[src/shared/wcg_pkg.sv]
/*
 Constants for the wake-up and clock gating block: register map, field layouts,
 reset values, clock selection states and timing counts.
 Assumes a single 10 MHz system clock and an AXI4-Lite master with 32-bit data.
*/
// Functional notes
// RULE1: Per-pin polarity bit, one selects high
// RULE2: Per-pin wake enable, reset enables lower three
// RULE3: Crystal flag bit zero, 32 MHz when set
// RULE4: Fast crystal: only core, DMA, bus fast
// RULE5: Sixteen peripheral bus clocks individually gateable
// RULE6: All peripheral bus clocks enabled after reset
// RULE7: Processor clock stops during sleep automatically
// RULE8: RAM clock off when processor, SPI, radio off
// RULE9: Ring oscillator clocks system during crystal startup
// RULE10: Low-frequency source selectable crystal or ring
// RULE11: Radio allowed only on crystal clock
// RULE12: Pin wakes device only when enabled
// RULE13: Command 0x15 switches fast domain after delay
// RULE14: Command 0x14 returns fast domain to 16 MHz
// RULE15: Reserved bits read zero, ignore writes
package wcg_pkg;
  // Byte addresses
  localparam logic [7:0] WAKE_LEVEL_OFS = 8'h00;
  localparam logic [7:0] WAKE_ENABLE_OFS = 8'h04;
  localparam logic [7:0] XTAL_CFG_OFS = 8'h08;
  localparam logic [7:0] BUS_RATE_OFS = 8'h0c;
  localparam logic [7:0] CLOCK_GATE_OFS = 8'h10;
  localparam logic [7:0] CLOCK_SRC_OFS = 8'h14;
  localparam logic [7:0] STATUS_OFS = 8'h18;
  localparam int WAKE_PINS = 5;
  localparam int GATE_BITS = 16;
  localparam logic [4:0] WAKE_LEVEL_RST = 5'h00;
  localparam logic [4:0] WAKE_ENABLE_RST = 5'h07;
  localparam logic XTAL_CFG_RST = 1'b0;
  localparam logic [7:0] BUS_RATE_RST = 8'h00;
  localparam logic [15:0] CLOCK_GATE_RST = 16'hffff;
  // Peripheral gate bit positions
  localparam int GATE_DMA = 0;
  localparam int GATE_RADIO = 1;
  localparam int GATE_RADIO_CLKGEN = 2;
  localparam int GATE_SPI = 8;
  // Clock source register fields
  localparam int SRC_XTAL_READY = 0;
  localparam int SRC_LF_XTAL = 1;
  localparam logic [1:0] CLOCK_SRC_RST = 2'h0;
  // Bus-rate converter commands
  localparam logic [7:0] CMD_FAST = 8'h15;
  localparam logic [7:0] CMD_SLOW = 8'h14;
  localparam int SWITCH_CYCLES = 10;
  localparam logic [3:0] SWITCH_CNT = 4'(SWITCH_CYCLES);
  localparam logic [1:0] RESP_OKAY = 2'h0;
  localparam logic [1:0] RESP_SLVERR = 2'h2;
  typedef enum logic [1:0] {WCG_RING, WCG_XTAL, WCG_SWITCHING, WCG_FAST} wcg_clk_e;
endpackage : wcg_pkg

[src/logic/wcg_top.sv]
/*
 Wake-up configuration and clock gating controller with an AXI4-Lite slave.
 Assumes synchronous wake pins and status inputs; clock enables drive
 external gating cells, the divide-by-two is a one-cycle enable pulse.
*/
// Implementation choice: the AXI4-Lite interface to the registers.
`timescale 1ns/1ps
module wcg_top (
  // Clock and reset
  input wire logic mclk,
  input wire logic reset,
  // AXI4-Lite write address
  input wire logic [7:0] awaddr,
  input wire logic awvalid,
  output logic awready,
  // AXI4-Lite write data
  input wire logic [31:0] wdata,
  input wire logic [3:0] wstrb,
  input wire logic wvalid,
  output logic wready,
  // AXI4-Lite write response
  output logic [1:0] bresp,
  output logic bvalid,
  input wire logic bready,
  // AXI4-Lite read
  input wire logic [7:0] araddr,
  input wire logic arvalid,
  output logic arready,
  output logic [31:0] rdata,
  output logic [1:0] rresp,
  output logic rvalid,
  input wire logic rready,
  // Wake pins and power state
  input wire logic [4:0] wake_pin,
  input wire logic low_power,
  input wire logic sleep_mode,
  input wire logic xtal_stable,
  output logic wake_request,
  // Clock control
  output logic [15:0] periph_clk_en,
  output logic cpu_clk_en,
  output logic ram_clk_en,
  output logic fast_domain_32,
  output logic half_rate_en,
  output logic hs_from_xtal,
  output logic lf_from_xtal,
  output logic radio_allowed
);
  typedef struct packed {
    logic aw_got;
    logic [7:0] aw_addr;
    logic w_got;
    logic [31:0] w_data;
    logic [3:0] w_strb;
    logic bvalid;
    logic [1:0] bresp;
    logic rvalid;
    logic [1:0] rresp;
    logic [31:0] rdata;
    logic [4:0] wake_level;
    logic [4:0] wake_enable;
    logic fast_crystal_flag;
    logic [7:0] bus_rate_cmd;
    logic [15:0] gate;
    logic [1:0] clock_src;
    wcg_pkg::wcg_clk_e clk_state;
    logic [3:0] switch_cnt;
    logic half_phase;
    logic wake_request;
  } wcg_state_s;

  wcg_state_s st;
  wcg_state_s next_st;

  function automatic logic [31:0] wcg_merge(input logic [31:0] old, input logic [31:0] nw,
                                            input logic [3:0] strb);
    logic [31:0] res;
    res = old;
    for (int i = 0; i < 4; i++) begin
      if (strb[i]) begin
        res[i*8 +: 8] = nw[i*8 +: 8];
      end
    end
    return res;
  endfunction : wcg_merge

  function automatic logic wcg_mapped(input logic [7:0] a);
    return a == wcg_pkg::WAKE_LEVEL_OFS || a == wcg_pkg::WAKE_ENABLE_OFS ||
           a == wcg_pkg::XTAL_CFG_OFS || a == wcg_pkg::BUS_RATE_OFS ||
           a == wcg_pkg::CLOCK_GATE_OFS || a == wcg_pkg::CLOCK_SRC_OFS ||
           a == wcg_pkg::STATUS_OFS;
  endfunction : wcg_mapped

  ////////////////////////////////////////////////////////////////////////////
  logic do_write;
  logic do_read;
  logic [31:0] merged;
  logic [4:0] pin_match;

  assign awready = !st.aw_got && !st.bvalid;
  assign wready = !st.w_got && !st.bvalid;
  assign arready = !st.rvalid;
  assign do_write = st.aw_got && st.w_got && !st.bvalid;
  assign do_read = arvalid && arready;

  always_comb begin
    next_st = st;
    merged = 32'h0000_0000;
    if (awvalid && awready) begin
      next_st.aw_got = 1'b1;
      next_st.aw_addr = awaddr;
    end
    if (wvalid && wready) begin
      next_st.w_got = 1'b1;
      next_st.w_data = wdata;
      next_st.w_strb = wstrb;
    end
    if (st.bvalid && bready) begin
      next_st.bvalid = 1'b0;
    end
    if (st.rvalid && rready) begin
      next_st.rvalid = 1'b0;
    end

    // Clock selection sequencing
    case (st.clk_state)
      wcg_pkg::WCG_RING: begin
        // RULE9: ring until crystal
        if (xtal_stable) begin
          next_st.clk_state = wcg_pkg::WCG_XTAL;
        end
      end
      wcg_pkg::WCG_XTAL: begin
        if (!xtal_stable) begin
          next_st.clk_state = wcg_pkg::WCG_RING;
        end
      end
      wcg_pkg::WCG_SWITCHING: begin
        // RULE13: delayed fast switch
        if (!xtal_stable) begin
          next_st.clk_state = wcg_pkg::WCG_RING;
        end else if (st.switch_cnt == 4'h1) begin
          next_st.clk_state = wcg_pkg::WCG_FAST;
        end
        next_st.switch_cnt = st.switch_cnt - 4'h1;
      end
      wcg_pkg::WCG_FAST: begin
        if (!xtal_stable) begin
          next_st.clk_state = wcg_pkg::WCG_RING;
        end
      end
      default: begin
        next_st.clk_state = wcg_pkg::WCG_RING;
      end
    endcase

    if (do_write) begin
      next_st.aw_got = 1'b0;
      next_st.w_got = 1'b0;
      next_st.bvalid = 1'b1;
      next_st.bresp = wcg_mapped(st.aw_addr) && st.aw_addr != wcg_pkg::STATUS_OFS ?
                      wcg_pkg::RESP_OKAY : wcg_pkg::RESP_SLVERR;
      case (st.aw_addr)
        wcg_pkg::WAKE_LEVEL_OFS: begin
          // RULE1: polarity field
          merged = wcg_merge({27'h0, st.wake_level}, st.w_data, st.w_strb);
          next_st.wake_level = merged[4:0];
        end
        wcg_pkg::WAKE_ENABLE_OFS: begin
          // RULE2: enable field
          merged = wcg_merge({27'h0, st.wake_enable}, st.w_data, st.w_strb);
          next_st.wake_enable = merged[4:0];
        end
        wcg_pkg::XTAL_CFG_OFS: begin
          // RULE3: crystal frequency flag
          if (st.w_strb[0]) begin
            next_st.fast_crystal_flag = st.w_data[0];
          end
        end
        wcg_pkg::BUS_RATE_OFS: begin
          if (st.w_strb[0]) begin
            next_st.bus_rate_cmd = st.w_data[7:0];
            // RULE13: fast only from active
            // A crystal lost in the same cycle wins over any command
            if (st.w_data[7:0] == wcg_pkg::CMD_FAST && st.fast_crystal_flag && xtal_stable &&
                st.clk_state == wcg_pkg::WCG_XTAL) begin
              next_st.clk_state = wcg_pkg::WCG_SWITCHING;
              next_st.switch_cnt = wcg_pkg::SWITCH_CNT;
            end
            // RULE14: back to 16 MHz
            if (st.w_data[7:0] == wcg_pkg::CMD_SLOW && xtal_stable &&
                (st.clk_state == wcg_pkg::WCG_FAST ||
                 st.clk_state == wcg_pkg::WCG_SWITCHING)) begin
              next_st.clk_state = wcg_pkg::WCG_XTAL;
            end
          end
        end
        wcg_pkg::CLOCK_GATE_OFS: begin
          // RULE5: software gates
          merged = wcg_merge({16'h0, st.gate}, st.w_data, st.w_strb);
          next_st.gate = merged[15:0];
        end
        wcg_pkg::CLOCK_SRC_OFS: begin
          // RULE10: low-frequency source select
          if (st.w_strb[0]) begin
            next_st.clock_src = st.w_data[1:0];
          end
        end
        default: begin
        end
      endcase
    end

    if (do_read) begin
      next_st.rvalid = 1'b1;
      next_st.rresp = wcg_mapped(araddr) ? wcg_pkg::RESP_OKAY : wcg_pkg::RESP_SLVERR;
      // RULE15: reserved bits zero
      case (araddr)
        wcg_pkg::WAKE_LEVEL_OFS: next_st.rdata = {27'h0, st.wake_level};
        wcg_pkg::WAKE_ENABLE_OFS: next_st.rdata = {27'h0, st.wake_enable};
        wcg_pkg::XTAL_CFG_OFS: next_st.rdata = {31'h0, st.fast_crystal_flag};
        wcg_pkg::BUS_RATE_OFS: next_st.rdata = {24'h0, st.bus_rate_cmd};
        wcg_pkg::CLOCK_GATE_OFS: next_st.rdata = {16'h0, st.gate};
        wcg_pkg::CLOCK_SRC_OFS: next_st.rdata = {30'h0, st.clock_src};
        wcg_pkg::STATUS_OFS: next_st.rdata = {24'h0, 1'b0, wake_pin, hs_from_xtal,
                                              fast_domain_32};
        default: next_st.rdata = 32'h0000_0000;
      endcase
    end

    // RULE4: halved branch enable
    next_st.half_phase = !st.half_phase;

    // RULE12: enabled pins only
    next_st.wake_request = low_power && |(pin_match & st.wake_enable);

    if (reset) begin
      next_st = '0;
      next_st.wake_level = wcg_pkg::WAKE_LEVEL_RST;
      next_st.wake_enable = wcg_pkg::WAKE_ENABLE_RST;
      next_st.fast_crystal_flag = wcg_pkg::XTAL_CFG_RST;
      next_st.bus_rate_cmd = wcg_pkg::BUS_RATE_RST;
      // RULE6: all clocks enabled
      next_st.gate = wcg_pkg::CLOCK_GATE_RST;
      next_st.clock_src = wcg_pkg::CLOCK_SRC_RST;
      next_st.clk_state = wcg_pkg::WCG_RING;
    end
  end

  always_ff @(posedge mclk) begin
    st <= next_st;
  end

  ////////////////////////////////////////////////////////////////////////////
  // RULE1: level compare per pin
  genvar g;
  generate
    for (g = 0; g < wcg_pkg::WAKE_PINS; g++) begin : g_pin
      assign pin_match[g] = wake_pin[g] == st.wake_level[g];
    end
  endgenerate

  assign bvalid = st.bvalid;
  assign bresp = st.bresp;
  assign rvalid = st.rvalid;
  assign rresp = st.rresp;
  assign rdata = st.rdata;
  assign wake_request = st.wake_request;
  assign periph_clk_en = st.gate;
  // RULE7: processor clock off in sleep
  assign cpu_clk_en = !sleep_mode;
  // RULE8: RAM gated when all three off
  assign ram_clk_en = cpu_clk_en || st.gate[wcg_pkg::GATE_SPI] ||
                      st.gate[wcg_pkg::GATE_RADIO];
  assign fast_domain_32 = st.clk_state == wcg_pkg::WCG_FAST;
  // RULE4: non-fast branches tick every other cycle at 32 MHz, every cycle at 16 MHz
  assign half_rate_en = fast_domain_32 ? st.half_phase : 1'b1;
  assign hs_from_xtal = st.clk_state != wcg_pkg::WCG_RING;
  // RULE10: low-frequency source
  assign lf_from_xtal = st.clock_src[wcg_pkg::SRC_LF_XTAL];
  // RULE11: radio on crystal only
  assign radio_allowed = hs_from_xtal && st.gate[wcg_pkg::GATE_RADIO];
endmodule : wcg_top

[config.mk]
export PLATFORM = sky130hd
export DESIGN_NAME = wcg_top
export DESIGN_NICKNAME = d
export VERILOG_FILES = /design/src/shared/wcg_pkg.sv /design/src/logic/wcg_top.sv
export SDC_FILE = /design/constraint.sdc
export NUM_CORES = 1
export LEC_CHECK = 0
export ABC_AREA = 1
export BUFFER_PORTS_ARGS = -buffer_cell sky130_fd_sc_hd__buf_2
export CAP_MARGIN = 15
export CELL_PAD_IN_SITES_DETAIL_PLACEMENT = 0
export CELL_PAD_IN_SITES_GLOBAL_PLACEMENT = 1
export CORE_ASPECT_RATIO = 2
export CORE_MARGIN = 2
export CORE_UTILIZATION = 30
export CTS_CLUSTER_DIAMETER = 120
export DETAILED_ROUTE_END_ITERATION = 8
export PLACE_DENSITY_LB_ADDON = 0.3
export SLEW_MARGIN = 20
export SYNTH_ARGS = -nofsm -noshare
export SYNTH_HDL_FRONTEND = slang
export SYNTH_SLANG_ARGS = --single-unit
[constraint.sdc]
create_clock -name mclk -period 1.55 [get_ports mclk]
set_input_delay 0.0775 -clock mclk [delete_from_list [all_inputs] [get_ports mclk]]
set_output_delay 0.0775 -clock mclk [all_outputs]
set_load 0.01 [all_outputs]
==> qor.txt, run 1 <==
SETUP PATH
--------------------------------------------------------------------------------------
Bufs and invs on worst path                                                          1
Endpoint class of the critical path                                               flop
WP data arrival                                                                1.65 ns
Element type at the critical path start                                           flop
Maximum fanout encountered on the critical timing path                               6
R2R setup slack                                                                0.12 ns
Worst path slowest cell                                                   sky130_fd_sc_hd__dfxtp_1
Required time worst endpoint                                                   1.77 ns
Top Family by Delay on Critical Path                                      simple AND/OR/NAND/NOR gates
R2r worst-path depth                                                                 7
Beginning of the worst register-to-register path                               st[119]
Critical path's largest stage delay                                            0.33 ns
Cells along the critical path                                             inv_1 > nor2_2 > nand2_4 > nor2_8 > nand3_1 > nand2_1 > o211ai_1
Worst reg2reg endpoint                                                          st[36]
Path type of the worst setup path                                              reg2reg

CELLS AND AREA
--------------------------------------------------------------------------------------
Proportion of layout cells with a drive suffix above 1                           23.3%
Area overhead of the layout relative to synthesis                                20.2%
Filler cell count                                                                 1595
Most common cell after layout, fill and taps aside                        sky130_fd_sc_hd__buf_2
Final layout net count                                                             752
Highest-count cells in the layout ignoring fill and taps                  95 x sky130_fd_sc_hd__buf_2, 93 x sky130_fd_sc_hd__dfxtp_1, 89 x sky130_fd_sc_hd__nand2_1
Count of inserted antenna diode cells                                                0

YOSYS
--------------------------------------------------------------------------------------
Number of warnings reported in the yosys synthesis log                               0
Cell count after synthesis                                                         601
Proportion of synthesized chip area in sequential cells                          41.4%
Post-Syn Area per Cell                                                        7.48 um2
Number of distinct standard cells referenced by the synthesized netlist             36
Cell area after synthesis                                                  0.00449 mm2
Register bit count reported by yosys                                                93

PLACE
--------------------------------------------------------------------------------------
Input/output buffers                                                                95
Placer congestion estimate                                                       0.862
Pre-CTS setup slack                                                           0.117 ns
HPWL after detailed placement                                                  9040 um

ROUTE
--------------------------------------------------------------------------------------
Drt drc                                                                              0
Via count of the routed design                                                    3923
Routed len/inst                                                                13.0 um
Detail-routed via count per cell                                                  4.44
Final wirelength                                                              11500 um
Detailed-router iteration count before antenna repair                                4
Final antenna-violating net count                                                    0
Initial drt markers                                                                213

RUN
--------------------------------------------------------------------------------------
Max-cap violation count                                                              0

POWER
--------------------------------------------------------------------------------------
Max VDD drop                                                                  0.453 mV
Leakage component of the power                                              0.00248 uW
Pwr dens                                                                   1010 mW/mm2

DIE
--------------------------------------------------------------------------------------
Ports                                                                              132
Horizontal extent of the die                                                   90.5 um
Die height                                                                      177 um
Initial core utilization                                                         30.5%
Die area                                                                    0.0160 mm2
Area of the core                                                            0.0147 mm2
Rows                                                                                63

CLOCK NETWORK
--------------------------------------------------------------------------------------
Number of setup buffers added after CTS                                              0
Total clock buffers created by CTS                                                   9
Clk_lat worst skew                                                             0.35 ns
Depth of the CTS H-tree                                                              3
Clock tree from TritonCTS                                                         done
Number of clock sinks seen by CTS                                                   93
CTS max path bufs                                                                    2
Clock slew at the register clock pins of the worst setup and hold paths        0.07 ns
Root buffer cell                                                          sky130_fd_sc_hd__clkbuf_16

GRT
--------------------------------------------------------------------------------------
Antenna violations before repair                                                     0
Global Route Usage Sum                                                           14.4%
Global-route wire length before repair                                        18100 um
Pin count of the biggest net entering global routing                                43
Total congestion overflow after global routing                                       0
Via count of the first global-routing pass                                        3654

HOLD PATH
--------------------------------------------------------------------------------------
Min-Delay Path Class                                                            in2reg
Worst hold path depth                                                                3
Worst Hold Path EP                                                             st[120]
Hold path startpoint                                                         awaddr[0]

TIMING
--------------------------------------------------------------------------------------
Setup repair after global routing missed its margin                              false
Max-slew violation total from the final report                                       0
Aggregate negative setup slack                                                    0 ns
Final worst-path cycle share                                                     92.1%
Minimum clock period after layout                                              1.43 ns
Final Hold Vio Count                                                                 0
Fmax achieved                                                                0.700 GHz
Number of setup violations in the final report                                       0
Final Skew                                                                   0.0105 ns
Setup slack after layout                                                      0.122 ns

STATUS
--------------------------------------------------------------------------------------
Outcome                                                                      completed

==> timing repair <==
| action | CTS | global route |
|---|---|---|
| endpoints found under the hold margin | 15 | 0 |
| setup endpoints to repair | 0 | 5 |
| resized for setup | 0 | 3 |
| hold buffers | 15 | 0 |
==> flip-flops by register name, indices dropped and copies added, names as in the netlist <==
signal,flops
periph_clk_en,16
lf_from_xtal,1
bresp,1
rdata,16
st,55
bvalid,1
wake_request,1
rvalid,1
rresp,1
==> report_power, final <==
group          internal [uW]  switching (uW)  total [uW]
Combinational            231             400         631
Clock                   1270             980        2250
Sequential              2490            61.9        2550
==> worst min-delay path, delay by kind of cell <==
kind / cells / cell delay [ns]
buf+inv: 1 / 0.08
compound gates: 1 / 0.07
simple gates: 1 / 0.08
==> logic make-up after synthesis <==
family	synth area share, %
adder cells (fa/ha/maj)	0.557
AO/OA/AOI/OAI	16.1
buffers and inverters	15.7
other	0.0834
flip-flops	41.4
AND/OR/NAND/NOR	25.3
XOR/XNOR	0.780
==> cells in the mapped netlist (all sizes together) <==
cell / number / area share (%)
a21boi: 1 / 0.17
a21oi: 53 / 6.2
buf: 60 / 10
clkbuf: 12 / 1.0
clkinv: 2 / 0.17
conb: 1 / 0.083
dfxtp: 93 / 41
ha: 2 / 0.56
inv: 55 / 4.6
nand2: 95 / 8.6
nand3: 55 / 6.5
nand4: 9 / 1.3
nor2: 74 / 8.2
nor3: 3 / 0.33
nor4: 1 / 0.14
o211ai: 12 / 2.1
o21a: 2 / 0.33
o21ai: 65 / 7.3
or2: 2 / 0.28
xnor2: 1 / 0.19
xor2: 3 / 0.58
==> metrics by stage <==
| stage | util (%) | hold WS [ns] | instances | total power, uW | instance area (um2) |
|---|---|---|---|---|---|
| floorplan | - | 0.140 | 618 | 3040 | 4560 |
| global placement | 33.4 | 0.326 | 852 | 3210 | 4930 |
| detailed placement | 33.4 | 0.329 | 852 | 3220 | 4930 |
| CTS | 36.5 | 0.000737 | 883 | 5530 | 5390 |
| global route | 36.6 | 0.0266 | 883 | 5710 | 5400 |
| finish | 36.6 | 0.00543 | 883 | 5440 | 5400 |
==> routing by layer <==
| metal | vias up | wire length (um) | global-route usage (%) |
|---|---|---|---|
| li1 | 2059 | - | - |
| met5 | - | 0 | 0 |
| met2 | 93 | 6320 | 27.6 |
| met3 | 15 | 377 | 2.21 |
| met4 | 0 | 290 | 6.92 |
| met1 | 1756 | 4510 | 14.9 |
==> area by class of cell <==
cell class,instances,area [um2],area share (%)
sequential,93,1860,34.5
tap,195,244,4.52
multi-input combinational,396,2000,37.0
clock inverter,7,81.3,1.51
inverter,57,218,4.03
timing repair buffer,126,771,14.3
clock buffer,9,225,4.17
==> worst max-delay path by stage <==
stage | end | depth (start not counted) | from
4_1_cts | periph_clk_en[7] | 7 | st[126]
2_1_floorplan | st[100] | 5 | bvalid
3_5_place_dp | periph_clk_en[7] | 6 | st[120]
6_report | st[36] | 7 | st[119]
3_3_place_gp | periph_clk_en[7] | 6 | st[126]
5_1_grt | st[99] | 5 | bvalid
(Power assumes the default switching activity.)
==> run 2, diff against run 1 <==
--- a/config.mk
+++ b/config.mk
@@ -12,7 +12,7 @@
 export CELL_PAD_IN_SITES_GLOBAL_PLACEMENT = 1
 export CORE_ASPECT_RATIO = 2
 export CORE_MARGIN = 2
-export CORE_UTILIZATION = 30
+export CORE_UTILIZATION = 37
 export CTS_CLUSTER_DIAMETER = 120
 export DETAILED_ROUTE_END_ITERATION = 8
 export PLACE_DENSITY_LB_ADDON = 0.3
==> run 2 against run 1 <==
  * Final cell count is 4.6% lower
  * Sequential share of layout area increased by 0.088 points
  * Wire length is 8.6% lower
  * Critical path type unchanged
  * Core utilization grew 8.3 points
  * Worst hold slack improved by 0.0064 ns
  * Via count is 1.0% lower
  * Largest cell class unchanged
  * Largest power group unchanged
==> qor.txt, run 2 (same netlist as run 1, synthesis figures left out) <==
POWER
--------------------------------------------------------------------------------------
Leakage component of the power                                              0.00249 uW
Max VDD drop                                                                  0.726 mV
Sequential fraction of design power                                              46.0%
Pwr dens                                                                   1030 mW/mm2
Clock network power share                                                        42.8%
Power consumption                                                              5550 uW
Switching power                                                                1410 uW
Internal power contribution                                                    4140 uW
Switching part of the total power                                                25.4%
Portion of total power attributed to combinational logic                         11.1%

SETUP PATH
--------------------------------------------------------------------------------------
Top Family by Delay on Critical Path                                      simple AND/OR/NAND/NOR gates
Cells along the critical path                                             inv_1 > nor2_2 > nand2_4 > nor2_4 > nand3_4 > nor2_4 > buf_4 > o21ai_0 > a21oi_1
Required time worst endpoint                                                   1.82 ns
Critical path's largest stage delay                                            0.33 ns
Path type of the worst setup path                                              reg2reg
Endpoint class of the critical path                                               flop
Startpoint of the most critical setup path                                     st[119]
Worst path slowest cell                                                   sky130_fd_sc_hd__dfxtp_1
R2R setup slack                                                                0.14 ns
R2r worst-path depth                                                                 9
Crit-path most repeated cell                                              sky130_fd_sc_hd__nor2_4
Bufs and invs on worst path                                                          2
WP data arrival                                                                1.69 ns
Element type at the critical path start                                           flop
Beginning of the worst register-to-register path                               st[119]
Worst reg2reg endpoint                                                          st[30]
Maximum fanout encountered on the critical timing path                               6

CELLS AND AREA
--------------------------------------------------------------------------------------
Proportion of layout cells with a drive suffix above 1                           23.7%
Reg area                                                                   0.00186 mm2
Largest register by flop count                                                      st
Most common cell after layout, fill and taps aside                        sky130_fd_sc_hd__buf_2
Area overhead of the layout relative to synthesis                                19.9%
Highest-count cells in the layout ignoring fill and taps                  95 x sky130_fd_sc_hd__buf_2, 93 x sky130_fd_sc_hd__dfxtp_1, 89 x sky130_fd_sc_hd__nand2_1
Max FFs per register                                                                55
Final layout net count                                                             759
Final Instance Count excl. Fillers                                                 842
Area of combinational cells with multiple inputs                           0.00199 mm2
Filler cell count                                                                 1299
Final design area excluding fillers                                        0.00539 mm2
Count of inserted antenna diode cells                                                0

ROUTE
--------------------------------------------------------------------------------------
Met2 routed WL                                                                 5220 um
Detailed route wirelength on metal3                                             503 um
Routed len/inst                                                                12.5 um
Initial drt markers                                                                124
Final antenna-violating net count                                                    0
Detailed-router iteration count before antenna repair                                5
Drt drc                                                                              0
Detail-routed via count per cell                                                  4.61
Top Layer Used                                                                    met4
Via count of the routed design                                                    3883
Final wirelength                                                              10500 um
Wire length the detailed router placed on met1                                 4730 um

PLACE
--------------------------------------------------------------------------------------
Placed instance area                                                       0.00489 mm2
Placer congestion estimate                                                       0.839
Input/output buffers                                                                95
HPWL after detailed placement                                                  8000 um
Placed Cells incl. Taps                                                            808

GRT
--------------------------------------------------------------------------------------
Pin count of the biggest net entering global routing                                37
Global-route wire length before repair                                        16600 um
Total congestion overflow after global routing                                       0
Global Route Usage Sum                                                           16.1%
Antenna violations before repair                                                     0
Via count of the first global-routing pass                                        3375

CLOCK NETWORK
--------------------------------------------------------------------------------------
Total clock buffers created by CTS                                                   9
Number of clock sinks seen by CTS                                                   93
Clock tree from TritonCTS                                                         done
Depth of the CTS H-tree                                                              3
CTS max path bufs                                                                    2
Clock slew at the register clock pins of the worst setup and hold paths        0.06 ns
Clk_lat worst skew                                                             0.34 ns
Root buffer cell                                                          sky130_fd_sc_hd__clkbuf_16

DIE
--------------------------------------------------------------------------------------
Die area                                                                    0.0131 mm2
Rows                                                                                57
Area of the core                                                            0.0120 mm2
Initial core utilization                                                         37.5%
Horizontal extent of the die                                                   81.9 um
Ports                                                                              132
Die height                                                                      160 um

TIMING
--------------------------------------------------------------------------------------
Minimum clock period after layout                                              1.41 ns
Aggregate negative setup slack                                                    0 ns
Max-slew violation total from the final report                                       0
Fmax achieved                                                                0.707 GHz
Number of setup violations in the final report                                       0
Final Skew                                                                  0.00527 ns
Final worst-path cycle share                                                     91.2%
Setup repair after global routing missed its margin                              false
Final Hold Vio Count                                                                 0

HOLD PATH
--------------------------------------------------------------------------------------
Worst hold path depth                                                                3
Hold path startpoint                                                         awaddr[2]
Min-Delay Path Class                                                            in2reg
Worst Hold Path EP                                                             st[122]

STATUS
--------------------------------------------------------------------------------------
Outcome                                                                      completed

RUN
--------------------------------------------------------------------------------------
Max-cap violation count                                                              0

run 2: what timing repair did:
| action | CTS | global route |
|---|---|---|
| gates resized for setup | 0 | 1 |
| setup buffers | 0 | 2 |
| endpoints found under the setup margin | 0 | 5 |
| hold buffers | 16 | 0 |
| hold endpoints to repair | 16 | 0 |
run 2: tightest hold or removal path: stages:
cell and delay, ns:
sky130_fd_sc_hd__buf_2 0.07, sky130_fd_sc_hd__o21ai_0 0.07, sky130_fd_sc_hd__nor2_1 0.09
run 2: cell type report:
class	instances	share of cell area, %
Clock buffer	9	4.18
Sequential cell	93	34.6
Inverter	57	3.97
Clock inverter	7	1.86
Tap cell	147	3.41
Multi-Input combinational cell	396	36.9
Timing Repair Buffer	133	15.1
run 2: routing by layer:
metal	up-vias	GRT usage, %
li1	2088	-
met1	1700	21.5
met2	93	26.1
met3	2	3.22
met4	0	4.55
met5	-	0
run 2: power groups by stage:
stage	combinational, uW	sequential, uW	clock, uW
after CTS	626	2550	2440
after detailed placement	595	2610	0
after global placement	590	2610	0
final	617	2550	2380
after floorplan	447	2590	0
after global routing	688	2570	2520
run 2: how the worst max path moves through the flow:
stage                             endpoint  slack [ns]  depth (start not counted)
after floorplan                    st[100]        0.27                          5
after global placement              st[32]        0.13                          8
after detailed placement            st[30]        0.12                          8
after CTS                 periph_clk_en[7]        0.10                          7
after global routing                st[30]       0.003                          9
final                               st[30]        0.14                          9
run 2: stage by stage:
step / setup slack (ns) / utilization, % / hold slack [ns]
2_1_floorplan: 0.265 / - / 0.140
3_3_place_gp: 0.131 / 40.8 / 0.325
3_5_place_dp: 0.120 / 40.8 / 0.332
4_1_cts: 0.105 / 44.8 / 0.00937
5_1_grt: 0.00341 / 45.0 / 0.0183
6_report: 0.136 / 45.0 / 0.0118
